`config.mk`:
```
export PLATFORM = sky130hd
export DESIGN_NAME = load_gated_edge_watchdog
export DESIGN_NICKNAME = d
export VERILOG_FILES = /design/src/shared/wdog_pkg.sv /design/src/hw/rise_detect.sv /design/src/hw/load_gated_edge_watchdog.sv
export VERILOG_INCLUDE_DIRS = /design/src /design/src/shared
export SDC_FILE = /design/constraint.sdc
export NUM_CORES = 1
export LEC_CHECK = 0
export BUFFER_PORTS_ARGS = -buffer_cell sky130_fd_sc_hd__buf_2
export CAP_MARGIN = 20
export CORE_ASPECT_RATIO = 0.5
export CORE_MARGIN = 2
export CORE_UTILIZATION = 60
export DETAILED_ROUTE_END_ITERATION = 6
export PLACE_DENSITY_LB_ADDON = 0.3
export SYNTH_ARGS = -nofsm -noshare
export SYNTH_HDL_FRONTEND = slang
export SYNTH_SLANG_ARGS = --single-unit
```
`constraint.sdc`:
```
create_clock -name i_clk -period 3.3 [get_ports i_clk]
set_input_delay 0.66 -clock i_clk [delete_from_list [all_inputs] [get_ports i_clk]]
set_output_delay 0.66 -clock i_clk [all_outputs]
set_load 0.01 [all_outputs]
```
`src/shared/wdog_map.svh`:
```
// wdog_map.svh: offsets-free constant map for the load gated edge watchdog
// assumes: 100 MHz clock, current and capacitance given as digital codes
`ifndef WDOG_MAP_SVH
`define WDOG_MAP_SVH

// ------------------------------------------------------------
// clock and time base
// ------------------------------------------------------------
`define WD_CLK_PERIOD_NS 10
`define WD_TICK_US 10
`define WD_TICK_CYCLES ((`WD_TICK_US * 1000) / `WD_CLK_PERIOD_NS)

// ------------------------------------------------------------
// timing at reference capacitance
// ------------------------------------------------------------
`define WD_REF_CAP_NF 100
`define WD_CAP_MIN_NF 10
`define WD_TRIG_TIME_US 36000
`define WD_LOW_TIME_US 18000
`define WD_TRIG_TICKS_PER_NF (`WD_TRIG_TIME_US / (`WD_REF_CAP_NF * `WD_TICK_US))
`define WD_LOW_TICKS_PER_NF (`WD_LOW_TIME_US / (`WD_REF_CAP_NF * `WD_TICK_US))

// ------------------------------------------------------------
// widths
// ------------------------------------------------------------
`define WD_CAP_W 16
`define WD_CUR_W 16
`define WD_SEL_W 4
`define WD_CNT_W 22
`define WD_PRE_W 16

// ------------------------------------------------------------
// default activation pair in microamps, adjust pin open
// ------------------------------------------------------------
`define WD_ACT_DEF_UA 1100
`define WD_DEACT_DEF_UA 900

`endif

```
`src/shared/wdog_pkg.sv`:
```
// wdog_pkg: types of the load gated edge watchdog
// assumes: wdog_map.svh on the include path
`include "wdog_map.svh"

package wdog_pkg;

   typedef enum logic [2:0] {
      ST_IDLE = 3'b001,
      ST_WINDOW = 3'b010,
      ST_LOW = 3'b100
   } wd_state_e;

   typedef struct packed {
      logic prev;
      logic pulse;
   } edge_s;

   typedef struct packed {
      wd_state_e st;
      logic armed;
      logic [`WD_CNT_W-1:0] cnt;
      logic [`WD_PRE_W-1:0] pre;
      logic fault_oe;
      logic fault_out;
      logic window_active;
   } wd_core_s;

endpackage

```
`src/hw/rise_detect.sv`:
```
// rise_detect: one-cycle pulse on each rising edge of a synchronous input
// assumes: input already synchronous to i_clk
`timescale 1ns/1ps

module rise_detect
   import wdog_pkg::*;
(
   input wire logic i_clk,
   input wire logic i_nrst,
   input wire logic i_level,
   output logic o_pulse
);

   edge_s r;
   edge_s next_r;

   always_comb begin
      next_r = r;
      next_r.prev = i_level;
      next_r.pulse = i_level & ~r.prev;
   end

   // prev resets high so a level already high is no edge
   always_ff @(posedge i_clk or negedge i_nrst) begin
      if (!i_nrst) begin
         r <= '{prev: 1'b1, pulse: 1'b0};
      end else begin
         r <= next_r;
      end
   end

   assign o_pulse = r.pulse;

endmodule

```
`src/hw/load_gated_edge_watchdog.sv`:
```
// load_gated_edge_watchdog: trigger window supervisor gated by load current
// assumes: load current in microamps and capacitance in nanofarads arrive
// as synchronous codes; reset output and its wiring live outside
`timescale 1ns/1ps
`include "wdog_map.svh"

module load_gated_edge_watchdog
   import wdog_pkg::*;
#(
   parameter int TICK_CYCLES = `WD_TICK_CYCLES
)
(
   input wire logic i_clk,
   input wire logic i_nrst,
   input wire logic i_watchdog_trigger_input,
   input wire logic [`WD_CUR_W-1:0] i_load_current_ua,
   input wire logic [`WD_SEL_W-1:0] i_activation_threshold_adjust_pin,
   input wire logic [`WD_CAP_W-1:0] i_timing_cap_nf,
   output logic o_watchdog_fault_output_out,
   output logic o_watchdog_fault_output_oe,
   output logic o_armed,
   output logic o_window_active
);

   // ------------------------------------------------------------
   // threshold pair lookup
   // ------------------------------------------------------------
   // code 0 is the open pin; 1..9 are resistors from 4000k down to 7.5k
   function automatic logic [2*`WD_CUR_W-1:0] thresh_pair(
      input logic [`WD_SEL_W-1:0] sel
   );
      logic [2*`WD_CUR_W-1:0] p;
      begin
         case (sel)
            4'h1: p = {16'h03F7, 16'h03DB}; // 4000k 1015/987
            4'h2: p = {16'h053B, 16'h051E}; // 470k 1339/1310
            4'h3: p = {16'h06E1, 16'h06A4}; // 220k 1761/1700
            4'h4: p = {16'h0AA8, 16'h0A34}; // 100k 2728/2612
            4'h5: p = {16'h1153, 16'h1079}; // 50k 4435/4217
            4'h6: p = {16'h18BD, 16'h1780}; // 33k 6333/6016
            4'h7: p = {16'h2640, 16'h245E}; // 20k 9792/9310
            4'h8: p = {16'h485B, 16'h45AE}; // 10k 18523/17838
            4'h9: p = {16'h5E86, 16'h5BB0}; // 7.5k 24198/23472
            default: p = {16'(`WD_ACT_DEF_UA), 16'(`WD_DEACT_DEF_UA)};
         endcase
         thresh_pair = p;
      end
   endfunction

   // ------------------------------------------------------------
   // capacitance scaled tick counts
   // ------------------------------------------------------------
   // below the minimum the linear law breaks down, so clamp
   function automatic logic [`WD_CNT_W-1:0] scaled_ticks(
      input logic [`WD_CAP_W-1:0] cap,
      input logic [`WD_CNT_W-1:0] per_nf
   );
      logic [`WD_CNT_W-1:0] c;
      logic [2*`WD_CNT_W-1:0] prod;
      begin
         c = `WD_CNT_W'(cap);
         if (cap < `WD_CAP_W'(`WD_CAP_MIN_NF)) begin
            c = `WD_CNT_W'(`WD_CAP_MIN_NF);
         end
         prod = c * per_nf;
         scaled_ticks = prod[`WD_CNT_W-1:0];
      end
   endfunction

   // ------------------------------------------------------------
   // signals
   // ------------------------------------------------------------
   wd_core_s r;
   wd_core_s next_r;
   logic trig_pulse;
   logic [2*`WD_CUR_W-1:0] pair;
   logic [`WD_CUR_W-1:0] act_ua;
   logic [`WD_CUR_W-1:0] deact_ua;
   logic arm_next;
   logic tick;
   logic [`WD_CNT_W-1:0] win_ticks;
   logic [`WD_CNT_W-1:0] low_ticks;

   // ------------------------------------------------------------
   // trigger edge detection
   // ------------------------------------------------------------
   rise_detect u_rise (
      .i_clk(i_clk),
      .i_nrst(i_nrst),
      .i_level(i_watchdog_trigger_input),
      .o_pulse(trig_pulse)
   );

   // ------------------------------------------------------------
   // arming with hysteresis
   // ------------------------------------------------------------
   always_comb begin
      pair = thresh_pair(i_activation_threshold_adjust_pin);
      act_ua = pair[2*`WD_CUR_W-1:`WD_CUR_W];
      deact_ua = pair[`WD_CUR_W-1:0];
      if (r.armed) begin
         arm_next = (i_load_current_ua >= deact_ua);
      end else begin
         arm_next = (i_load_current_ua > act_ua);
      end
   end

   // ------------------------------------------------------------
   // time base and limits
   // ------------------------------------------------------------
   always_comb begin
      tick = (r.pre == `WD_PRE_W'(TICK_CYCLES - 1));
      win_ticks = scaled_ticks(i_timing_cap_nf, `WD_CNT_W'(`WD_TRIG_TICKS_PER_NF));
      low_ticks = scaled_ticks(i_timing_cap_nf, `WD_CNT_W'(`WD_LOW_TICKS_PER_NF));
   end

   // ------------------------------------------------------------
   // supervisor sequence
   // ------------------------------------------------------------
   always_comb begin
      next_r = r;
      next_r.armed = arm_next;
      next_r.fault_out = 1'b0;
      if (tick) begin
         next_r.pre = '0;
      end else begin
         next_r.pre = r.pre + `WD_PRE_W'(1);
      end

      case (r.st)
         ST_IDLE: begin
            next_r.fault_oe = 1'b0;
            next_r.window_active = 1'b0;
            next_r.pre = '0;
            if (arm_next) begin
               // fresh window, nothing left from before
               next_r.st = ST_WINDOW;
               next_r.cnt = win_ticks;
               next_r.window_active = 1'b1;
            end
         end
         ST_WINDOW: begin
            if (trig_pulse) begin
               // service restarts the window, also on the expiry tick
               next_r.cnt = win_ticks;
               next_r.pre = '0;
            end else if (tick) begin
               if (r.cnt <= `WD_CNT_W'(1)) begin
                  next_r.st = ST_LOW;
                  next_r.cnt = low_ticks;
                  next_r.fault_oe = 1'b1;
                  next_r.window_active = 1'b0;
               end else begin
                  next_r.cnt = r.cnt - `WD_CNT_W'(1);
               end
            end
         end
         ST_LOW: begin
            // edges during the low time are ignored
            if (tick) begin
               if (r.cnt <= `WD_CNT_W'(1)) begin
                  next_r.st = ST_WINDOW;
                  next_r.cnt = win_ticks;
                  next_r.fault_oe = 1'b0;
                  next_r.window_active = 1'b1;
               end else begin
                  next_r.cnt = r.cnt - `WD_CNT_W'(1);
               end
            end
         end
         default: begin
            next_r.st = ST_IDLE;
            next_r.fault_oe = 1'b0;
            next_r.window_active = 1'b0;
         end
      endcase

      // disarm has priority in every state
      if (!arm_next) begin
         next_r.st = ST_IDLE;
         next_r.fault_oe = 1'b0;
         next_r.window_active = 1'b0;
         next_r.cnt = '0;
         next_r.pre = '0;
      end
   end

   // ------------------------------------------------------------
   // state register
   // ------------------------------------------------------------
   always_ff @(posedge i_clk or negedge i_nrst) begin
      if (!i_nrst) begin
         r <= '{st: ST_IDLE, armed: 1'b0, cnt: '0, pre: '0,
                fault_oe: 1'b0, fault_out: 1'b0, window_active: 1'b0};
      end else begin
         r <= next_r;
      end
   end

   // ------------------------------------------------------------
   // outputs, all from flops
   // ------------------------------------------------------------
   // no reset path feeds the fault driver
   assign o_watchdog_fault_output_out = r.fault_out;
   assign o_watchdog_fault_output_oe = r.fault_oe;
   assign o_armed = r.armed;
   assign o_window_active = r.window_active;

endmodule

```
==> reports/qor.txt, run 1 <==
Layout area overhead = 27.9%
CTS tree = done
Syn Std Cell Area = 4960 sq um
Distinct cells, synth = 71
First-pass GRT wire length = 23,000 microns
Worst EP required = 3.48 ns
Most used DFF post-synth = dfrtp_1
Yosys top cell area share = 0.222
Most common cell after layout, fill and taps aside = buf_4
Die W = 133 microns
Clk root buf = clkbuf_16
Worst-Margin Slew = 0.604 ns
Max stage delay cell, worst path = ha_1
# hold bufs at CTS = 0
Syn_nets = 728
Worst-path maximum fanout = 4
H-Tree Depth = 2
Top cells by area, synth = dfrtp_1, ha_1, nor2_1
Post-DR vias/cell = 6.31
Worst-skew pair later-pin latency = 0.29 ns
Setup crit start kind = primary input
Seq/Total Area, Yosys = 0.232
GR Util All Layers = 0.317
YS warnings = 0
Cell area power density = 566 nW/um^2
Post-route DRC violation count = 0
IO Count = 43
Die outline height = 68.3 microns
Num rows = 23
Gr ovfl total = 0
Drt pass-1 iters = 6
Fraction of registers with async set/reset = 1.00
Commonest cells after routing, fill and taps aside = buf_4, nor2_1, nand2_1, ha_1, a21oi_1
1st-iter DRT viols = 593
Setup crit start = i_timing_cap_nf[9]
Status = complete, but fails checks
Hold Violations, Final = 0
Share of layout cells above drive strength 1 = 0.285
CTS buffer count = 5
Period utilization = 1.08
Clock buffer depth = 2
Worst path arrival time = 3.75 ns
Final setup margin = -0.268 ns
Leak = 2.89 nW
Clock skew = 0.00341 ns
Post-route ant nets = 0
Max-slew violations = 0
EDFF count, synth = 0
Largest net degree at the start of global routing = 47
CP cell instances = buf_8 > nor4_4 > nand4_1 > nand2_1 > mux2_4 > inv_1 > ha_1 > a21oi_1 > nand4b_1 > a211oi_2 > o221a_2 > buf_4 > o31a_1 > o21ai_1 > a21oi_2 > o221a_4
Register bit total from synthesis = 46
Worst rel slew slack = 0.594
Clock Sinks = 46
Failing checks = setup timing
Core footprint = 8030 sq um
Filler instances = 519
Initial antenna violation count = 0
Setup TNS = -1.51 ns
Vias = 5,373
Fmax = 280 MHz
Initial core utilization = 0.618
Worst Hold Class = in2async
Crit Path Class = in2reg
# nets final = 835
Port-buffer cells = 41
Mapped Avg Cell Area = 7.86 sq um
Die ar. = 9060 sq um
CP Capture Type = register
Mean routed wirelength per cell = 17.6 microns
Largest vdd supply drop = 0.385 mV
Total Wirelength = 15,000 microns
Ant. Diodes = 0
Cell accounting for the most synthesized area = dfrtp_1
RSZ-0062 raised after global routing = yes
Post-route minimum period = 3.57 ns
Post-Syn Instances = 632
Vias in the first global route = 4,956
Clock transition at path regs = 0.07 ns
DP Wirelength = 10,200 microns
Worst r2r src = r[29]
Total power = 3.59 mW
Max_cap viols = 0
Placer Congestion = 0.950
Largest stage delay, worst path = 0.30 ns
Finish-stage setup viols = 11
==> worst paths after layout <==
kind	end	slack (ns)	depth (start not counted)
worst max-delay path	r[39]	-0.27	16
worst min-delay path	r[35]	0.19	1
worst max register to register	r[40]	0.25	8
worst min register to register	r[3]	0.50	1
max in group asynchronous	u_rise.r[1]	2.59	2
min in group i_clk	u_rise.r[1]	0.48	1
==> per-layer routing <==
metal / global-route usage / vias up / routed length, microns
met5: 0 / - / 0
met4: 0.132 / 0 / 478
met3: 0.0430 / 66 / 1190
met2: 0.578 / 312 / 7060
met1: 0.389 / 2486 / 6240
li1: - / 2509 / -
==> logic make-up (layout without fill, tap and decap cells) <==
family	Yosys count	count (layout)	synth area share
AO/OA/AOI/OAI	169	169	0.224
XOR/XNOR	44	44	0.0776
adder cells (fa/ha/maj)	57	57	0.145
buffers and inverters	56	164	0.0476
flip-flops	46	46	0.232
multiplexers	8	8	0.0164
other	1	1	0.000755
AND/OR/NAND/NOR	251	251	0.256
==> flip-flops by register name, summed over array words and instances, names as in the netlist <==
signal,cells
o_armed,1
o_watchdog_fault_output_oe,1
o_window_active,1
r,41
u_rise.o_pulse,1
u_rise.r,1
==> critical path: cells and delay by family <==
kind                     cells  cell delay (ns)
AO/OA/AOI/OAI                7             1.44
AND/OR/NAND/NOR              4             0.86
buffers and inverters        3             0.31
adder cells (fa/ha/maj)      1             0.30
multiplexers                 1             0.18
==> cell type report <==
cell class                 count  area (sq um)  share of cell area
timing repair buffer         133           960               0.151
multi-input combinational    530          3860               0.608
sequential                    46          1150               0.182
clock buffer                   5           125              0.0197
tap                          112           140              0.0221
inverter                      23          86.3              0.0136
clock inverter                 3          23.8             0.00374
==> synthesized netlist by cell type (4+ instances only) <==
library cell,instances
o211ai_1,4
a211oi_1,14
mux2i_1,7
a21oi_1,50
xnor2_1,19
o31ai_1,6
nor2_1,75
o21ai_0,41
or4_1,5
nor4_1,10
nand2b_1,13
dfrtp_1,44
and3_1,7
nand4_1,7
clkbuf_1,26
nor3_1,18
inv_1,21
xor2_1,25
nand3_1,17
ha_1,56
nand2_1,55
nor2b_1,5
o221a_2,7
o21a_1,6
and2_1,14
o211a_1,4
==> timing repair <==
| action | in CTS | in global routing |
|---|---|---|
| pin swaps | 25 | 16 |
| setup buffers | 6 | 6 |
| resized for setup | 26 | 36 |
| setup endpoints to repair | 10 | 44 |
==> stage by stage <==
stage | instances | util | area [sq um] | setup WS, ns | hold WS (ns)
finish | 852 | 0.791 | 6350 | -0.268 | 0.187
floorplan | 632 | - | 4990 | -0.0298 | 0.364
global placement | 831 | 0.723 | 5810 | -0.440 | 0.469
detailed placement | 831 | 0.723 | 5810 | -0.542 | 0.472
CTS | 845 | 0.763 | 6130 | -0.150 | 0.481
global route | 852 | 0.791 | 6350 | -0.387 | 0.190
==> power breakdown <==
group / internal (mW) / switching (mW) / total (mW) / leakage, nW
clock: 0.284 / 0.240 / 0.524 / 0.0664
combinational: 0.898 / 1.17 / 2.07 / 2.24
sequential: 0.746 / 0.252 / 0.998 / 0.588
(Power assumes the default switching activity.)
==> run 2, diff against run 1 <==
SETUP_SLACK_MARGIN = 0.05   (was unset)
==> run 2 against run 1 <==
Sequential cell count unchanged. Setup slack lost 0.38 ns. Largest power group unchanged. Hold slack gained 0.033 ns. Global-route usage grew 1.5 points. Die area did not move. Power is 5.1% higher. Core utilization grew 2.3 points. Count of clock-buffer cells in the layout unchanged. The flow finishes with violations (DRC, setup timing). Critical path depth shrank 2. Combinational power increased by 7%. First-iteration DRC count grew 85%. Critical endpoint unchanged. Clock skew rose by 0.0029 ns.
==> reports/qor.txt, run 2 (synthesis results as in run 1) <==
Period utilization = 1.20 (+0.116)
Largest stage delay, worst path = 0.58 ns (+0.28 ns)
Hold Violations, Final = 0 (unchanged)
RSZ-0062 raised after global routing = yes
Vias in the first global route = 5,041 (+1.7%)
Setup crit start kind = primary input
Max_cap viols = 0 (unchanged)
1st-iter DRT viols = 1,097 (+85%)
Worst EP required = 3.49 ns (about the same)
Combinational share of power = 0.589 (+0.012)
M3 GR Usage = 0.0370 (-0.00593)
Total Wirelength = 18,500 microns (+24%)
Clock Sinks = 46 (unchanged)
Commonest cells after routing, fill and taps aside = buf_4, nor2_1, nand2_1
CP Capture Type = register
Drt pass-1 iters = 7 (+1)
Met2 usage = 0.610 (+0.0324)
H-Tree Depth = 2 (unchanged)
Sw Pwr = 1.83 mW (+9.9%)
Filler instances = 433 (-17%)
Max-slew violations = 0 (unchanged)
Seq pwr share = 0.271 (-0.007)
Vias = 5,985 (+11%)
Total power = 3.77 mW (+5.1%)
FF/Latch Area = 1150 sq um (unchanged)
Worst-path maximum fanout = 4 (unchanged)
Finished Cell Area = 6530 sq um (+2.9%)
Dpl cell area = 5850 sq um (+0.84%)
Clock transition at path regs = 0.07 ns (about the same)
Fmax = 253 MHz (-9.7%)
Multi-input gate area = 3950 sq um (+2.2%)
Leak = 2.95 nW (+2.2%)
Worst-Margin Slew = 0.742 ns (+0.138 ns)
Clock skew = 0.00627 ns (+0.00286 ns)
Largest vdd supply drop = 0.329 mV (-14%)
Core footprint = 8030 sq um (unchanged)
Family with the most delay on the worst path = compound AO/OA/AOI/OAI gates
First-pass GRT wire length = 24,000 microns (+4.3%)
Mean routed wirelength per cell = 21.5 microns (+22%)
Worst path arrival time = 4.14 ns (+0.39 ns)
Worst-skew pair later-pin latency = 0.29 ns (about the same)
Post-route minimum period = 3.95 ns (+0.384 ns)
CTS buffer count = 5 (unchanged)
Number of flip-flops under the largest register name = 41 (unchanged)
Finish-stage setup viols = 12 (+1)
# nets final = 846 (+1.3%)
Num rows = 23 (unchanged)
CTS tree = done
CP cell instances = buf_8 > nor4_4 > nand4_1 > nand2b_1 > ha_4 > ha_4 > a21oi_2 > nand4b_1 > a211oi_2 > o221a_2 > o31a_1 > o21ai_0 > a21oi_1 > o221a_2
Setup WS pre-CTS = -0.573 ns (-0.0310 ns)
Die ar. = 9060 sq um (unchanged)
Placer Congestion = 0.900 (-5.3%)
Clock buffer depth = 2 (unchanged)
Failing checks = DRC, setup timing
Net Sw Frac = 0.485 (+0.0212)
Worst rel slew slack = 0.501 (-0.0929)
Share of layout cells above drive strength 1 = 0.312 (+0.0264)
Final setup margin = -0.652 ns (-0.384 ns)
Ant. Diodes = 0 (unchanged)
Post-route ant nets = 0 (unchanged)
Post-route DRC violation count = 115 (+115)
Post-DR vias/cell = 6.94 (+10%)
Met1 Usage GRT = 0.408 (+0.0190)
Most crowded layer after global routing = met2
Most common cell after layout, fill and taps aside = buf_4
Status = complete, but fails checks
DP Wirelength = 10,200 microns (-0.40%)
Clock share of power = 0.140 (-0.006)
Cell area power density = 578 nW/um^2 (+2.1%)
Die W = 133 microns (unchanged)
Port-buffer cells = 41 (unchanged)
Max stage delay cell, worst path = o21ai_0
GR Util All Layers = 0.332 (+0.0155)
Critical path buffers and inverters = 1 (-2)
Setup TNS = -3.75 ns (-2.24 ns)
Initial core utilization = 0.618 (unchanged)
Clk root buf = clkbuf_16
Top reg by flops = r
# hold bufs at CTS = 0 (unchanged)
Pint = 1.95 mW (+0.92%)
Layout area overhead = 31.6%
IO Count = 43 (unchanged)
Crit Path Class = in2reg
Initial antenna violation count = 0 (unchanged)
Gr ovfl total = 0 (unchanged)
Worst Hold Class = in2async
Largest net degree at the start of global routing = 47 (unchanged)
Die outline height = 68.3 microns (unchanged)
run 2: cell count changes in the layout (fill, tap and decap cells not counted), moves of 3 or more:
cell and delta:
buf_4 +17, buf_2 -7, a21oi_1 -4, ha_1 -3
a21oi_2 +4
run 2: cell type report:
cell class | instances | share of cell area
sequential | 46 | 0.177
clock inverter | 3 | 0.00364
multi-input combinational | 530 | 0.604
clock buffer | 5 | 0.0191
timing repair buffer | 144 | 0.161
tap | 112 | 0.0214
inverter | 23 | 0.0136
run 2: what timing repair did:
action | 4_1_cts | 5_1_grt
setup endpoints to repair | 10 | 42
pin swaps | 23 | 16
gates resized for setup | 21 | 52
setup buffers | 22 | 4
run 2: power by group through the flow:
stage / clock network, mW / logic, mW / registers (mW)
after CTS: 0.517 / 1.87 / 0.987
after global routing: 0.543 / 2.33 / 1.03
after floorplan: 0 / 1.34 / 0.903
after detailed placement: 0 / 1.80 / 0.991
after global placement: 0 / 1.75 / 0.978
final: 0.528 / 2.22 / 1.02
run 2: final timing paths:
path                                     startpoint           to  slack (ns)  depth (start not counted)
max in group asynchronous                    i_nrst        r[42]        2.54                          2
max                              i_timing_cap_nf[9]        r[39]       -0.65                         14
max reg2reg                                   r[31]        r[40]        0.17                          8
min in group i_clk         i_watchdog_trigger_input  u_rise.r[1]        0.47                          1
min                                          i_nrst        r[29]        0.22                          1
min reg2reg                                    r[3]         r[3]        0.51                          1
run 2: metrics by stage:
stage | std cells | util | hold slack, ns
4_1_cts | 862 | 0.779 | 0.471
2_1_floorplan | 632 | - | 0.364
3_3_place_gp | 832 | 0.729 | 0.461
3_5_place_dp | 832 | 0.729 | 0.466
6_report | 863 | 0.814 | 0.221
5_1_grt | 863 | 0.814 | 0.238
run 2: routing by layer:
| metal | part of all wire | vias to the layer above | wire length [microns] |
|---|---|---|---|
| met5 | 0 | - | 0 |
| met4 | 0.077 | 0 | 1420 |
| met3 | 0.12 | 187 | 2210 |
| met2 | 0.44 | 563 | 8110 |
| met1 | 0.37 | 2713 | 6770 |
| li1 | - | 2522 | - |
